### config.mk
export PLATFORM = sky130hd
export DESIGN_NAME = mps_sequencer
export DESIGN_NICKNAME = d
export VERILOG_FILES = /design/src/inc/mps_pkg.sv /design/src/rtl/mps_phase_slice.sv /design/src/rtl/mps_sequencer.sv
export SDC_FILE = /design/constraint.sdc
export NUM_CORES = 1
export LEC_CHECK = 0
export BUFFER_PORTS_ARGS = -buffer_cell sky130_fd_sc_hd__buf_4
export CORE_MARGIN = 1
export CORE_UTILIZATION = 47
export DETAILED_ROUTE_END_ITERATION = 8
export PLACE_DENSITY = 0.68
export SLEW_MARGIN = 20
export SYNTH_ARGS = -nofsm -noshare
export SYNTH_HDL_FRONTEND = slang
export SYNTH_SLANG_ARGS = --single-unit
### constraint.sdc
create_clock -name REF_CLK -period 2.43 [get_ports REF_CLK]
set_input_delay 0.3645 -clock REF_CLK [delete_from_list [all_inputs] [get_ports REF_CLK]]
set_output_delay 0.3645 -clock REF_CLK [all_outputs]
set_load 0.1 [all_outputs]
### src/inc/mps_pkg.sv
/*
 * shared constants and types of the multiphase pwm sequencer
 * assumes a 200 MHz core clock and synchronous, active-high reset
 */
`default_nettype none
package mps_pkg;
    // ==========================================
    // timing
    localparam real CLK_PERIOD_NS = 5.0;
    localparam real POR_DELAY_MS = 2.6;
    localparam int POR_DELAY_CYCLES = int'(POR_DELAY_MS * 1.0e6 / CLK_PERIOD_NS);
    // ==========================================
    // phase configuration
    localparam logic [1:0] PHASES_ONE = 2'h1;
    localparam logic [1:0] PHASES_TWO = 2'h2;
    localparam logic [1:0] PHASES_THREE = 2'h3;
    localparam logic [1:0] SLOT_FIRST = 2'h0;
    localparam logic [1:0] SLOT_SECOND = 2'h1;
    localparam logic [1:0] SLOT_THIRD = 2'h2;
    // ==========================================
    // start-up states
    typedef enum logic [1:0] {
        SU_OFF = 2'b00,
        SU_WAIT = 2'b01,
        SU_RAMP = 2'b10,
        SU_DONE = 2'b11
    } mps_su_state_type;
    // ==========================================
    // per-phase comparator inputs and gate outputs
    typedef struct packed {
        logic slave_ramp_hit;
        logic zero_cross;
    } mps_cmp_type;
    typedef struct packed {
        logic pwm;
        logic low_side_gate;
    } mps_gate_type;
endpackage
`default_nettype wire

### src/rtl/mps_phase_slice.sv
/*
 * one phase slice: pwm on at trigger, off at ramp hit, low side gate control
 * assumes comparator inputs are synchronous to the clock
 */
`default_nettype none
module mps_phase_slice (
    input wire logic clk,
    input wire logic rst,
    input wire logic enable,
    input wire logic trigger,
    input wire logic reverse_blocking_mode,
    input wire mps_pkg::mps_cmp_type cmp,
    output mps_pkg::mps_gate_type gate
);
    // ==========================================
    // state
    typedef struct packed {
        logic pwm;
        logic zc_block;
    } mps_slice_type;
    mps_slice_type st_reg;
    mps_slice_type st_next;

    always_comb
    begin
        st_next = st_reg;
        if (!enable)
        begin
            st_next.pwm = 1'b0;
            st_next.zc_block = 1'b0;
        end
        else if (st_reg.pwm)
        begin
            // ramp hit ends the pulse; a pulse end also lifts the block
            if (cmp.slave_ramp_hit)
            begin
                st_next.pwm = 1'b0;
                st_next.zc_block = 1'b0;
            end
        end
        else if (trigger)
        begin
            st_next.pwm = 1'b1;
        end
        else if (reverse_blocking_mode && cmp.zero_cross)
        begin
            st_next.zc_block = 1'b1;
        end
        if (!reverse_blocking_mode)
        begin
            st_next.zc_block = 1'b0;
        end
    end

    always_ff @(posedge clk)
    begin
        if (rst)
            st_reg <= '0;
        else
            st_reg <= st_next;
    end

    // low side held off while high side on (no shoot-through) or while blocked
    assign gate.pwm = st_reg.pwm;
    assign gate.low_side_gate = enable && !st_reg.pwm && !st_reg.zc_block;
endmodule
`default_nettype wire

### src/rtl/mps_sequencer.sv
/*
 * multiphase pwm sequencer top: master clock, phase rotation, start-up
 * assumes all inputs synchronous to REF_CLK; analog comparators are external
 */
// Behaviour
// - the primary regulator runs one, two or three phases, the secondary always one with the same logic.
// - each master ramp hit of the error level while supply good and the on request are high gives one single master clock pulse and restarts the ramp.
// - with three phases successive master pulses go to phases one, two, three in rotation.
// - with two phases master pulses alternate between phases one and two and phase three gets none.
// - with one phase every master pulse goes to phase one as its trigger.
// - a phase starts its pwm pulse on its trigger.
// - a phase ends its pwm pulse when its slave ramp reaches the window threshold.
// - in reverse blocking mode the low side gate goes off at the zero crossing.
// - start-up begins only while supply good holds and the regulator on request is high.
// - during start-up the target level ramps digitally from zero to the commanded voltage.
// - at ramp end power good goes high and the active-low alert goes low.
// - with the on request held high, soft-start begins 2.6 ms after the supply good edge.
`default_nettype none
module mps_sequencer #(
    parameter int TARGET_WIDTH = 8,
    parameter int POR_DELAY_CYCLES = mps_pkg::POR_DELAY_CYCLES,
    parameter int RAMP_STEP_CYCLES = 16
) (
    input wire logic REF_CLK,
    input wire logic RST,
    input wire logic SUPPLY_GOOD,
    input wire logic PRI_REGULATOR_ON_REQUEST,
    input wire logic SEC_REGULATOR_ON_REQUEST,
    input wire logic [1:0] PRI_PHASE_COUNT,
    input wire logic REVERSE_BLOCKING_MODE,
    input wire logic [TARGET_WIDTH-1:0] PRI_SET_TARGET_VOLTAGE_CMD,
    input wire logic [TARGET_WIDTH-1:0] SEC_SET_TARGET_VOLTAGE_CMD,
    input wire logic PRI_MASTER_RAMP_HIT,
    input wire logic SEC_MASTER_RAMP_HIT,
    input wire mps_pkg::mps_cmp_type [3:0] PHASE_CMP,
    output mps_pkg::mps_gate_type [3:0] PHASE_GATE,
    output logic PRI_MASTER_RAMP_RESTART,
    output logic SEC_MASTER_RAMP_RESTART,
    output logic [2:0] PHASE_TRIGGER_1TO3,
    output logic [TARGET_WIDTH-1:0] PRI_TARGET_LEVEL,
    output logic [TARGET_WIDTH-1:0] SEC_TARGET_LEVEL,
    output logic PRI_POWER_GOOD_OUT,
    output logic SEC_POWER_GOOD_OUT,
    output logic PRI_ALERT_N,
    output logic SEC_ALERT_N
);
    localparam int CW = $clog2(POR_DELAY_CYCLES + 1);
    localparam int SW = $clog2(RAMP_STEP_CYCLES + 1);

    // refused at elaboration: zero-width counters cannot be built
    if (TARGET_WIDTH < 1 || POR_DELAY_CYCLES < 1 || RAMP_STEP_CYCLES < 1)
    begin : g_bad_param
        $error("mps_sequencer: bad parameter");
    end

    // ==========================================
    // state of one regulator and whole block
    typedef struct packed {
        mps_pkg::mps_su_state_type su;
        logic [CW-1:0] por_cnt;
        logic [SW-1:0] step_cnt;
        logic [TARGET_WIDTH-1:0] level;
        logic hit_seen;
        logic mclk;
    } mps_vr_type;
    typedef struct packed {
        mps_vr_type pri;
        mps_vr_type sec;
        logic [1:0] slot;
    } mps_state_type;
    mps_state_type st_reg;
    mps_state_type st_next;

    // one regulator's start-up and master clock step; shared by both
    function automatic mps_vr_type vr_step(input mps_vr_type v, input logic on_req,
                                           input logic supply, input logic ramp_hit,
                                           input logic [TARGET_WIDTH-1:0] cmd);
        mps_vr_type n;
        n = v;
        // single pulse per hit: edge of the comparator level
        n.mclk = ramp_hit && !v.hit_seen;
        n.hit_seen = ramp_hit;
        if (!supply || !on_req)
        begin
            n.su = mps_pkg::SU_OFF;
            n.level = '0;
            n.step_cnt = '0;
            n.mclk = 1'b0;
        end
        else
        begin
            case (v.su)
                mps_pkg::SU_OFF:
                    n.su = mps_pkg::SU_WAIT;
                mps_pkg::SU_WAIT:
                begin
                    // counted from supply good; a late on request skips the rest
                    if (v.por_cnt >= CW'(POR_DELAY_CYCLES - 1))
                        n.su = mps_pkg::SU_RAMP;
                end
                mps_pkg::SU_RAMP:
                begin
                    // one lsb per step so the ramp is slew limited
                    if (v.level >= cmd)
                    begin
                        n.level = cmd;
                        n.su = mps_pkg::SU_DONE;
                    end
                    else if (v.step_cnt >= SW'(RAMP_STEP_CYCLES - 1))
                    begin
                        n.step_cnt = '0;
                        n.level = v.level + 1'b1;
                    end
                    else
                        n.step_cnt = v.step_cnt + 1'b1;
                end
                mps_pkg::SU_DONE:
                    n.level = cmd;
                default:
                    n.su = mps_pkg::SU_OFF;
            endcase
        end
        if (!supply)
            n.por_cnt = '0;
        else if (v.por_cnt < CW'(POR_DELAY_CYCLES - 1))
            n.por_cnt = v.por_cnt + 1'b1;
        return n;
    endfunction

    logic pri_run;
    logic sec_run;
    logic [1:0] phases;
    logic [2:0] trig;

    assign pri_run = st_reg.pri.su != mps_pkg::SU_OFF && st_reg.pri.su != mps_pkg::SU_WAIT;
    assign sec_run = st_reg.sec.su != mps_pkg::SU_OFF && st_reg.sec.su != mps_pkg::SU_WAIT;
    // zero phases is not a legal strap; treat it as one
    assign phases = (PRI_PHASE_COUNT == 2'h0) ? mps_pkg::PHASES_ONE : PRI_PHASE_COUNT;

    // ==========================================
    // next state
    always_comb
    begin
        st_next = st_reg;
        st_next.pri = vr_step(st_reg.pri, PRI_REGULATOR_ON_REQUEST, SUPPLY_GOOD,
                              PRI_MASTER_RAMP_HIT, PRI_SET_TARGET_VOLTAGE_CMD);
        st_next.sec = vr_step(st_reg.sec, SEC_REGULATOR_ON_REQUEST, SUPPLY_GOOD,
                              SEC_MASTER_RAMP_HIT, SEC_SET_TARGET_VOLTAGE_CMD);
        if (!pri_run || phases == mps_pkg::PHASES_ONE)
            st_next.slot = mps_pkg::SLOT_FIRST;
        else if (st_reg.pri.mclk)
        begin
            if (phases == mps_pkg::PHASES_TWO)
                st_next.slot = (st_reg.slot == mps_pkg::SLOT_FIRST) ? mps_pkg::SLOT_SECOND
                                                                    : mps_pkg::SLOT_FIRST;
            else
                st_next.slot = (st_reg.slot == mps_pkg::SLOT_THIRD) ? mps_pkg::SLOT_FIRST
                                                                    : st_reg.slot + 2'h1;
        end
    end

    always_ff @(posedge REF_CLK)
    begin
        if (RST)
        begin
            st_reg <= '0;
        end
        else
            st_reg <= st_next;
    end

    // ==========================================
    // trigger distribution
    always_comb
    begin
        trig = 3'h0;
        if (pri_run && st_reg.pri.mclk)
            trig[st_reg.slot] = 1'b1;
    end
    assign PHASE_TRIGGER_1TO3 = trig;
    assign PRI_MASTER_RAMP_RESTART = st_reg.pri.mclk;
    assign SEC_MASTER_RAMP_RESTART = st_reg.sec.mclk;

    // slots 0..2 primary phases, slot 3 the secondary single phase
    genvar g;
    generate
        for (g = 0; g < 4; g++)
        begin : g_slice
            logic en;
            logic tr;
            assign en = (g == 3) ? sec_run : (pri_run && g < int'(phases));
            assign tr = (g == 3) ? (sec_run && st_reg.sec.mclk) : trig[g];
            mps_phase_slice u_slice (
                .clk(REF_CLK),
                .rst(RST),
                .enable(en),
                .trigger(tr),
                .reverse_blocking_mode(REVERSE_BLOCKING_MODE),
                .cmp(PHASE_CMP[g]),
                .gate(PHASE_GATE[g])
            );
        end
    endgenerate

    assign PRI_TARGET_LEVEL = st_reg.pri.level;
    assign SEC_TARGET_LEVEL = st_reg.sec.level;
    assign PRI_POWER_GOOD_OUT = st_reg.pri.su == mps_pkg::SU_DONE;
    assign SEC_POWER_GOOD_OUT = st_reg.sec.su == mps_pkg::SU_DONE;
    assign PRI_ALERT_N = st_reg.pri.su != mps_pkg::SU_DONE;
    assign SEC_ALERT_N = st_reg.sec.su != mps_pkg::SU_DONE;
endmodule
`default_nettype wire

[Word-level counts from Yosys, hierarchy flattened]
Cells that the tools add are included.
Word-level totals
  bits in registers: 82
  word-level logic and storage cells: 192
Cells by class
  add/sub/neg operators: 7
  magnitude comparators: 13
  equal/unequal tests: 27
  muxes and demuxes: 41
  bitwise operators: 8
  reductions and logical operators: 75
Operators by type and width (number)
  adder 19 x 1 -> 19 bit, second input constant: 2
  >= comparator 19 bit, second input constant: 2
  < comparator 19 bit, second input constant: 2
  2-to-1 mux 8 bit: 4
  one-hot mux 8 bit (2 select lines): 2
  2-to-1 mux 2 bit: 15
  logical AND 1 bit: 22
  != test 2 bit, second input constant: 10
  AND reduction 3 bit: 6
  adder 8 x 1 -> 8 bit, second input constant: 2
  >= comparator 8 bit: 2
  nonzero test 2 bit: 8
  OR reduction 2 bit: 8
  zero test 1 bit: 14
  2-to-1 mux 1 bit: 14
  == test 2 bit, second input constant: 6
  != test 2 x 1 -> 1 bit, second input constant: 6
  one-hot mux 2 bit (3 select lines): 2
  OR reduction 3 bit: 4
  adder 5 x 1 -> 5 bit, second input constant: 2
  >= comparator 5 x 4 -> 1 bit, second input constant: 2
  2-to-1 mux 5 bit: 2
  zero test 2 bit: 4
  NOT 1 bit: 8
  12 further kinds: 22

[Depth between registers and ports, before layout]
Gate-level depths: netlist of the first run.
  depth in word-level cells: 7
  mapped depth: 9
  depth with buffers taken out: 8

[By module]
Synthesis of the first run repeated with hierarchy kept, for this count alone.
Unflattened totals
  cell total of the unflattened synthesis: 581
  area, all modules: 4812.1 µm²
Modules (own cells, without submodules)
  mps_sequencer: instances 1, cells each 533, area each 4351.7 µm²
  mps_phase_slice: instances 4, cells each 12, area each 115.1 µm²

[Worst setup path after synthesis of the first run]
OpenSTA, ideal clock, no wires.
  kind: reg-to-output
  start point: reg st_reg[72] in the netlist's numbering
  end point: out PHASE_GATE[4] in the netlist's numbering
  arrival: 3982 ps
  slack: -1917 ps
  stages on the path, launching flop included: 6
  buffers on the path: 0
  cells stage by stage: dfxtp_1 -> inv_1 -> ha_1 -> nor2_1 -> nand2_1 -> nor4b_1
RTL lines
  from (decl): line mps_sequencer.sv:71  | mps_state_type st_reg;
  from (signal assigned): line mps_sequencer.sv:169  | st_reg <= st_next;
  to (decl): line mps_sequencer.sv:36  | output mps_pkg::mps_gate_type [3:0] PHASE_GATE,

[Worst setup path after layout of the first run]
  start point: reg st_reg (netlist bit SEC_TARGET_LEVEL[2])
  end point: reg st_reg (netlist bit SEC_TARGET_LEVEL[1])
On the way
  word-level cells in the longest chain between the ends: 3
RTL lines
  >= comparator 8 bit *: line mps_sequencer.sv:104  | if (v.level >= cmd)
  2-to-1 mux 8 bit or != test 3 bit (tied branches)
  one-hot mux 8 bit (2 select lines) or AND reduction 2 bit (tied branches)
Mark *: on every way between the ends. The rest lies on a longest branch, timed or not.
A chain may end at the register's enable or synchronous reset.

==> flow_metrics.tcl, run 1 <==
set metrics [dict create \
    vias 4091 \
    path_clk_slew_ns 0.08 \
    most-common-layout-cells "81 x dfxtp_1, 74 x buf_4, 64 x nor2_1, 41 x nand2_1, 36 x a21oi_1" \
    critPathLaunchType "flip-flop" \
    grt-ovfl-total 0 \
    grt_pass1_wl_um 17100 \
    ys_seq_area_frac 0.338 \
    reg2reg_slack_ns 0.13 \
    first_iter_violations 176 \
    max_stage_delay_ns 0.42 \
    fin_skew_ns 0.00715 \
    worst-path-buf-inv 1 \
    synth_top_family_by_area "simple AND/OR/NAND/NOR gates" \
    holdCritPathClass "primary input to flip-flop" \
    syn_area_mm2 0.00486 \
    clock_path_buffers 2 \
    max-vdd-ir-drop_v 0.000214 \
    final_antenna_net_count 0 \
    die_y_um 104 \
    postCtsSetupBuffers 0 \
    vias_per_cell 5.41 \
    fmax_mhz 436 \
    cellLeakagePower_nw 2.28 \
    cap_violations 0 \
    synth_nets 639 \
    cts_tree "done" \
    synth-compound-area-share 0.158 \
    placed_area_mm2 0.00540 \
    synth_simple_gate_area_frac 0.256 \
    fin_area_mm2 0.00560 \
    cts.sinks 82 \
    fillers 937 \
    finalCritPeriodShare 0.945 \
    setup_viol 0 \
    cp.required_ns 2.70 \
    core_area_mm2 0.00991 \
    hpwl_um 7530 \
    htree_num_levels 3 \
    crit_chain "ha_1 > a211o_1 > a31oi_4 > o211ai_4 > buf_4 > nor2_1 > a21oi_1 > a211oi_1" \
    antenna_found_initial 0 \
    grt_max_degree 38 \
    muxShareOfSynthArea 0.0299 \
    initial_core_util 0.490 \
    path_max_fanout 9 \
    routabilityCongestion 0.829 \
    power_density_mw_per_mm2 446 \
    outcome "finished clean" \
    end_kind "flip-flop" \
    critical_path_class "flip-flop to flip-flop" \
    cp_data_arrival_time_ns 2.57 \
    largest_reg_flops 56 \
    wl_per_cell_um 13.2 \
    crit_family "compound AO/OA/AOI/OAI gates" \
    yosys_warnings 0 \
    firstDrtPassIters 5 \
    numCtsBuffers 9 \
    final_common_cell "dfxtp_1" \
    synth.distinct_cells 60 \
    fin_nets 688 \
    grtUsageTotal 0.192 \
    tightest_slew_ns 0.514 \
    drv_slew 0 \
    critical-path-slowest-cell "dfxtp_1" \
    rows 36 \
    drive_gt1_frac 0.191 \
    avgSynthCellArea_um2 8.51 \
    slew_headroom 0.657 \
    cts_hold_buf 0 \
    synth-seq-cells 82 \
    finalPower_w 0.00250 \
    cts_root_buf "clkbuf_8" \
    io_buffers 66 \
    dieWidth_um 104 \
    postSynthCellCount 571 \
    hold_viol 0 \
    num_antenna_cells 0 \
    die_area_mm2 0.0107 \
    synthAdderAreaFrac 0.0876 \
    grt_setup_unrepaired "false" \
    finalCriticalPeriod_ns 2.30 \
    io_pins 67 \
    synth_xor_area_frac 0.0559 \
    grt_pass1_vias 3812 \
    postLayoutCoreUtil 0.565 \
    clkLatencyLatePin_ns 0.36 \
    drt-total-wl_um 9950 \
    area_growth_pct 15.3 \
    drcViolationCount 0 \
]
==> cell families after synthesis <==
family,after synthesis
compound gates,106
xor+xnor,31
fa+ha+maj,34
buf+inv,71
flops,82
mux,14
simple gates,233
==> path summary, 6_finish.rpt <==
kind / start / to / cells after the start
min: PRI_MASTER_RAMP_HIT / st_reg[39] / 2
max: SEC_TARGET_LEVEL[2] / SEC_TARGET_LEVEL[1] / 8
min reg2reg: st_reg[39] / PRI_MASTER_RAMP_RESTART / 1
max reg2reg: SEC_TARGET_LEVEL[2] / SEC_TARGET_LEVEL[1] / 8
==> area by class of cell <==
type	count	area, um2	share of cell area
Clock buffer	11	131	0.0235
Clock inverter	3	42.5	0.00760
Inverter	32	120	0.0215
Multi-Input combinational cell	418	2900	0.518
Sequential cell	82	1640	0.293
Tap cell	133	166	0.0297
Timing Repair Buffer	77	597	0.107
==> power by group <==
| part | internal [W] | total (W) | switching (W) |
|---|---|---|---|
| combinational | 0.0000804 | 0.000195 | 0.000115 |
| clock | 0.000463 | 0.000945 | 0.000482 |
| sequential | 0.00135 | 0.00136 | 0.00000803 |
| total | 0.00189 | 0.00250 | 0.000604 |
==> synth_stat cells, drive strengths merged <==
master | number | area [um2]
a211o | 3 | 26.3
or4 | 4 | 30.0
clkbuf | 10 | 37.5
a221oi | 1 | 26.3
and2 | 7 | 43.8
nor4b | 5 | 43.8
buf | 29 | 209
and4 | 4 | 35.0
o2bb2ai | 3 | 26.3
nand3 | 16 | 97.6
nor3 | 12 | 70.1
dfxtp | 82 | 1640
and3 | 21 | 136
o311ai | 1 | 26.3
a21boi | 3 | 22.5
xor2 | 19 | 166
nor3b | 5 | 42.5
a32o | 6 | 60.1
nor2 | 65 | 244
a21o | 2 | 15.0
inv | 32 | 120
mux2i | 10 | 100
nand2 | 43 | 166
o311a | 1 | 10.0
o211ai | 3 | 46.3
nand4 | 16 | 100
o21ai | 26 | 130
o2111a | 1 | 11.3
nand4b | 5 | 43.8
mux2 | 4 | 45.0
a41oi | 2 | 17.5
a211oi | 6 | 50.1
o211a | 2 | 27.5
a21oi | 36 | 180
nor2b | 8 | 50.1
a31o | 2 | 17.5
a31oi | 7 | 65.1
or2 | 2 | 12.5
nand2b | 10 | 62.6
or3 | 6 | 37.5
nor4 | 4 | 25.0
o31ai | 1 | 7.51
xnor2 | 12 | 105
ha | 34 | 425
==> metrics by stage <==
stage               TNS (ns)  std cells  worst slack (ns)  hold WS [ns]
finish                     0        756             0.134         0.239
CTS                        0        756            0.0102         0.227
floorplan              -3.71        571            -0.543         0.373
global route               0        756            0.0305         0.255
global placement           0        742             0.117         0.379
detailed placement         0        742            0.0468         0.384
==> repair_timing <==
action	CTS	global route
resized for setup	3	6
endpoints found under the hold margin	0	0
endpoints found under the setup margin	2	3
cloned	0	0
==> layer usage <==
| metal | GRT usage | part of all wire | vias up |
|---|---|---|---|
| met5 | 0 | 0 | - |
| met1 | 0.253 | 0.49 | 1883 |
| met3 | 0.0302 | 0.045 | 13 |
| met2 | 0.312 | 0.45 | 91 |
| li1 | - | - | 2104 |
| met4 | 0.0776 | 0.013 | 0 |
No activity file was read; power rests on OpenSTA's default activity.
==> run 2, diff against run 1 <==
--- a/config.mk
+++ b/config.mk
@@ -10,6 +10,7 @@
 export CORE_UTILIZATION = 47
 export DETAILED_ROUTE_END_ITERATION = 8
 export PLACE_DENSITY = 0.68
+export SETUP_SLACK_MARGIN = 0.3
 export SLEW_MARGIN = 20
 export SYNTH_ARGS = -nofsm -noshare
 export SYNTH_HDL_FRONTEND = slang
==> run 2 against run 1 <==
  * Register-to-register slack better by 0.13 ns
  * Total power up 1.4%
  * Cell area up 7.7%
  * Utilization up 4.3 points
  * First-iteration DRC count up 8.0%
  * Sequential power about the same
  * Non-clock buffer count up 20
  * Highest routed layer unchanged
  * Via count up 2.3%
  * Combinational power up 13%
  * Clock skew up 0.0027 ns
  * Sequential share of layout area down 1.7 points
==> flow_metrics.tcl, run 2 (synthesized netlist as in run 1, its figures left out) <==
set metrics [dict create \
    crit_chain "ha_4 > nor2b_4 > o211a_1 > o311ai_4 > buf_6 > nand3_4 > mux2_4 > a32o_1" \
    first_iter_violations 190 \
    initial_core_util 0.490 \
    tightest_slew_ns 0.540 \
    firstDrtPassIters 4 \
    timing.rr.start "PRI_TARGET_LEVEL[1]" \
    drive_gt1_frac 0.286 \
    htree_num_levels 3 \
    cellLeakagePower_nw 2.42 \
    drcViolationCount 0 \
    hpwl_um 7590 \
    rr_worst_depth 8 \
    power_frac_seq 0.535 \
    p_clk_frac 0.377 \
    clkLatencyLatePin_ns 0.35 \
    outcome "finished clean" \
    critPathLaunchType "flip-flop" \
    final_antenna_net_count 0 \
    fmax_mhz 462 \
    critical_path_class "flip-flop to flip-flop" \
    reg2reg_slack_ns 0.27 \
    cts_tree "done" \
    core_area_mm2 0.00991 \
    grt_pass1_vias 3812 \
    finalWorstSetupSlack_ns 0.266 \
    postLayoutCoreUtil 0.608 \
    dieWidth_um 104 \
    slew_headroom 0.637 \
    min_path_cells 2 \
    timing.rr.end "PRI_TARGET_LEVEL[7]" \
    hp-start "SEC_MASTER_RAMP_HIT" \
    grtUsageTotal 0.194 \
    die_area_mm2 0.0107 \
    worst-path-buf-inv 1 \
    cts_root_buf "clkbuf_8" \
    max-vdd-ir-drop_v 0.000308 \
    final_common_cell "buf_4" \
    path_max_fanout 4 \
    holdCritPathClass "primary input to flip-flop" \
    grt-ovfl-total 0 \
    wl_per_cell_um 13.4 \
    cap_violations 0 \
    antenna_found_initial 0 \
    netSwitchingFraction 0.245 \
    fin_skew_ns 0.00985 \
    cts_hold_buf 0 \
    rows 36 \
    vias 4187 \
    placed_area_mm2 0.00548 \
    finalSetupTns_ns 0 \
    fin_nets 708 \
    routabilityCongestion 0.815 \
    max_stage_delay_ns 0.37 \
    p_switching_w 0.000619 \
    cp.required_ns 2.68 \
    area_growth_pct 24.1 \
    finalCritPeriodShare 0.891 \
    p_int_w 0.00191 \
    cp_data_arrival_time_ns 2.41 \
    grt_pass1_wl_um 17500 \
    setup_viol 0 \
    hold_end "st_reg[3]" \
    clock_path_buffers 2 \
    finalCriticalPeriod_ns 2.16 \
    path_clk_slew_ns 0.09 \
    power_density_mw_per_mm2 420 \
    hold_viol 0 \
    io_buffers 66 \
    critical-path-slowest-cell "o311ai_4" \
    fin_area_mm2 0.00603 \
    crit_family "compound AO/OA/AOI/OAI gates" \
    cts.sinks 82 \
    grt_max_degree 20 \
    numCtsBuffers 9 \
    vias_per_cell 5.39 \
    most-common-layout-cells "90 x buf_4, 68 x dfxtp_1, 60 x nor2_1, 40 x nand2_1, 35 x a21oi_1" \
    io_pins 67 \
    dpl_worst_slack_ns 0.0511 \
    grt_setup_unrepaired "true" \
    num_antenna_cells 0 \
    drt-total-wl_um 10400 \
    drv_slew 0 \
    power_frac_comb 0.087 \
    largest_reg_flops 56 \
    die_y_um 104 \
    end_kind "flip-flop" \
]
[run 2: changes by cell type in the layout (fill, tap and decap cells not counted), sizes merged]
cell,before,now
clkinv,1,3
buf,77,97
clkinvlp,1,3
inv,32,30
clkbuf,11,10
[run 2: what timing repair did]
item	in CTS	in global routing
gates resized for setup	28	32
pin swaps	6	16
buffers inserted	10	8
setup endpoints to repair	21	29
[run 2: per-layer routing]
| layer | wire (um) | part of all wire | vias to the layer above | track usage |
|---|---|---|---|---|
| met4 | 90 | 0.0086 | 0 | 0.0316 |
| met5 | 0 | 0 | - | 0 |
| met3 | 584 | 0.056 | 11 | 0.0573 |
| met2 | 4820 | 0.46 | 97 | 0.319 |
| met1 | 4950 | 0.47 | 1934 | 0.257 |
| li1 | - | - | 2145 | - |
[run 2: worst register-to-register path, stage by stage (launching register included)]
cell      delay [ns]
dfxtp_2         0.36
ha_4            0.20
nor2b_4         0.12
o211a_1         0.24
o311ai_4        0.37
buf_6           0.17
nand3_4         0.10
mux2_4          0.31
a32o_1          0.20
[run 2: layout make-up]
class                   count  area (um2)
inverters                  32         128
fillers                   853        3880
clock inverters             5        56.3
flip-flops and latches     82        1670
well taps                 133         166
repair buffers             97         767
multi-input cells         418        3120
clock buffers              10         128
[run 2: how the worst max path moves through the flow]
| stage | start | end | slack [ns] | depth (start not counted) |
|---|---|---|---|---|
| after floorplan | st_reg[73] | PHASE_GATE[4] | 0.12 | 5 |
| after global placement | PRI_SET_TARGET_VOLTAGE_CMD[1] | PRI_TARGET_LEVEL[2] | 0.11 | 11 |
| after detailed placement | SEC_SET_TARGET_VOLTAGE_CMD[2] | SEC_TARGET_LEVEL[5] | 0.05 | 9 |
| after CTS | st_reg[73] | PHASE_GATE[4] | 0.28 | 6 |
| after global routing | PRI_TARGET_LEVEL[1] | PRI_TARGET_LEVEL[7] | 0.19 | 8 |
| final | PRI_TARGET_LEVEL[1] | PRI_TARGET_LEVEL[7] | 0.27 | 8 |
[run 2: power groups by stage]
stage | registers [W] | logic [W] | clock network (W)
finish | 0.00136 | 0.000221 | 0.000955
global route | 0.00136 | 0.000243 | 0.00104
CTS | 0.00136 | 0.000207 | 0.000992
detailed placement | 0.00139 | 0.000197 | 0
global placement | 0.00139 | 0.000194 | 0
floorplan | 0.00139 | 0.000116 | 0
[run 2: stage by stage]
stage	instances	power, W	hold WS (ns)
after floorplan	571	0.00151	0.373
after global placement	744	0.00158	0.380
after detailed placement	744	0.00159	0.390
after CTS	769	0.00256	0.237
after global routing	777	0.00264	0.233
final	777	0.00253	0.249
==> run 3, diff against run 2 <==
--- a/config.mk
+++ b/config.mk
@@ -10,6 +10,7 @@
 export CORE_UTILIZATION = 47
 export DETAILED_ROUTE_END_ITERATION = 8
 export PLACE_DENSITY = 0.68
+export REMOVE_ABC_BUFFERS = 1
 export SETUP_SLACK_MARGIN = 0.3
 export SLEW_MARGIN = 20
 export SYNTH_ARGS = -nofsm -noshare
==> run 3 against run 2 <==
  * Count of clock-buffer cells in the layout rose by 3
  * Sequential power is essentially flat
  * Maximum frequency increased by 1.3%
==> flow_metrics.tcl, run 3 (synthesized netlist as in run 1, its figures left out) <==
set metrics [dict create \
    outcome "finished clean" \
    vias_per_cell 5.45 \
    routabilityCongestion 0.809 \
    hold_viol 0 \
    path_clk_slew_ns 0.08 \
    vias 4221 \
    grt-ovfl-total 0 \
    largest_reg_flops 56 \
    cellLeakagePower_nw 2.41 \
    finalWorstSetupSlack_ns 0.294 \
    critPathLaunchType "flip-flop" \
    io_buffers 66 \
    htree_num_levels 3 \
    cp_data_arrival_time_ns 1.77 \
    fillers 889 \
    crit_family "simple AND/OR/NAND/NOR gates" \
    tightest_slew_ns 0.543 \
    grt_pass1_vias 3986 \
    critical_path_class "flip-flop to output port" \
    max_stage_delay_ns 0.36 \
    path_max_fanout 4 \
    fin_nets 705 \
    crit_chain "buf_12 > ha_4 > nor2_4 > nand2_4 > nor4b_4 > buf_6" \
    most-common-layout-cells "84 x buf_4, 69 x dfxtp_1, 62 x nor2_1, 40 x nand2_1, 31 x a21oi_1" \
    grt_max_degree 38 \
    grt_pass1_wl_um 17600 \
    clkLatencyLatePin_ns 0.35 \
    dpl_worst_slack_ns 0.0894 \
    holdCritPathClass "primary input to flip-flop" \
    drv_slew 0 \
    final_common_cell "buf_4" \
    grt_setup_unrepaired "true" \
    numCtsBuffers 9 \
    slew_headroom 0.635 \
    grtUsageTotal 0.195 \
    cts_root_buf "clkbuf_8" \
    area_growth_pct 23.6 \
    fin_area_mm2 0.00601 \
    cts_tree "done" \
    setup_viol 0 \
    placed_area_mm2 0.00536 \
    finalCriticalPeriod_ns 2.14 \
    drive_gt1_frac 0.279 \
    timing.hold.ws_ns 0.235 \
    io_pins 67 \
    cts_hold_buf 0 \
    cts.sinks 82 \
    fmax_mhz 468 \
    num_antenna_cells 0 \
    die_area_mm2 0.0107 \
    end_kind "output port" \
    power_density_mw_per_mm2 415 \
    die_y_um 104 \
    final_antenna_net_count 0 \
    hpwl_um 7470 \
    cap_violations 0 \
    fin_skew_ns 0.0118 \
    critical-path-slowest-cell "dfxtp_4" \
    drt-total-wl_um 10600 \
    finalCritPeriodShare 0.879 \
    worst-path-buf-inv 2 \
    rows 36 \
    max-vdd-ir-drop_v 0.000295 \
    firstDrtPassIters 4 \
    clock_path_buffers 2 \
    initial_core_util 0.490 \
    drcViolationCount 0 \
    dieWidth_um 104 \
    wl_per_cell_um 13.7 \
    antenna_found_initial 0 \
    cp.required_ns 2.07 \
    first_iter_violations 155 \
    core_area_mm2 0.00991 \
]
[run 3: cell types whose count changed in the layout (fill, tap and decap cells not counted), sizes merged]
cell	change
clkinvlp	-1
buf	-5
clkbuf	+5
inv	+2
bufinv	-1
clkinv	-2
[run 3: per-layer routing]
layer  global-route usage  vias up  routed length, um
met5                    0        -                  0
met4               0.0531        0                122
met3               0.0422       11                378
met2                0.323       85               4980
met1                0.256     1997               5130
li1                     -     2128                  -
[run 3: report_power, final]
| group | switching, W | leakage [nW] | internal [W] | total [W] |
|---|---|---|---|---|
| clock network | 0.000484 | 0.0859 | 0.000430 | 0.000914 |
| registers | 0.00000809 | 0.669 | 0.00135 | 0.00136 |
| logic | 0.000125 | 1.65 | 0.0000977 | 0.000223 |
| total | 0.000617 | 2.41 | 0.00188 | 0.00250 |
[run 3: final timing paths]
check | from | end | slack [ns] | depth (start not counted)
worst min register to register | st_reg[3] | SEC_MASTER_RAMP_RESTART | 0.40 | 1
worst min-delay path | SEC_MASTER_RAMP_HIT | st_reg[3] | 0.24 | 2
worst max-delay path | st_reg[72] | PHASE_GATE[4] | 0.29 | 6
worst max register to register | PRI_TARGET_LEVEL[1] | PRI_TARGET_LEVEL[7] | 0.34 | 7
[run 3: final cells by class]
type / instances / area (um2) / area share
multi-input cells: 418 / 3080 / 0.513
flip-flops and latches: 82 / 1660 / 0.276
repair buffers: 94 / 795 / 0.132
well taps: 133 / 166 / 0.0277
clock buffers: 13 / 159 / 0.0265
inverters: 32 / 120 / 0.0200
clock inverters: 3 / 23.8 / 0.00396
[run 3: through the flow]
stage          instances  total power [W]  utilization  setup TNS (ns)
2_1_floorplan        532          0.00150            -          -19.85
3_3_place_gp         742          0.00157        0.540               0
3_5_place_dp         742          0.00158        0.540               0
4_1_cts              765          0.00251        0.575               0
5_1_grt              775          0.00262        0.606               0
6_report             775          0.00250        0.606               0
[run 3: what timing repair did]
item	4_1_cts	5_1_grt
setup buffers	7	9
endpoints found under the setup margin	18	29
pin swaps	9	15
gates resized for setup	28	49
hold endpoints to repair	0	0
cloned	0	1
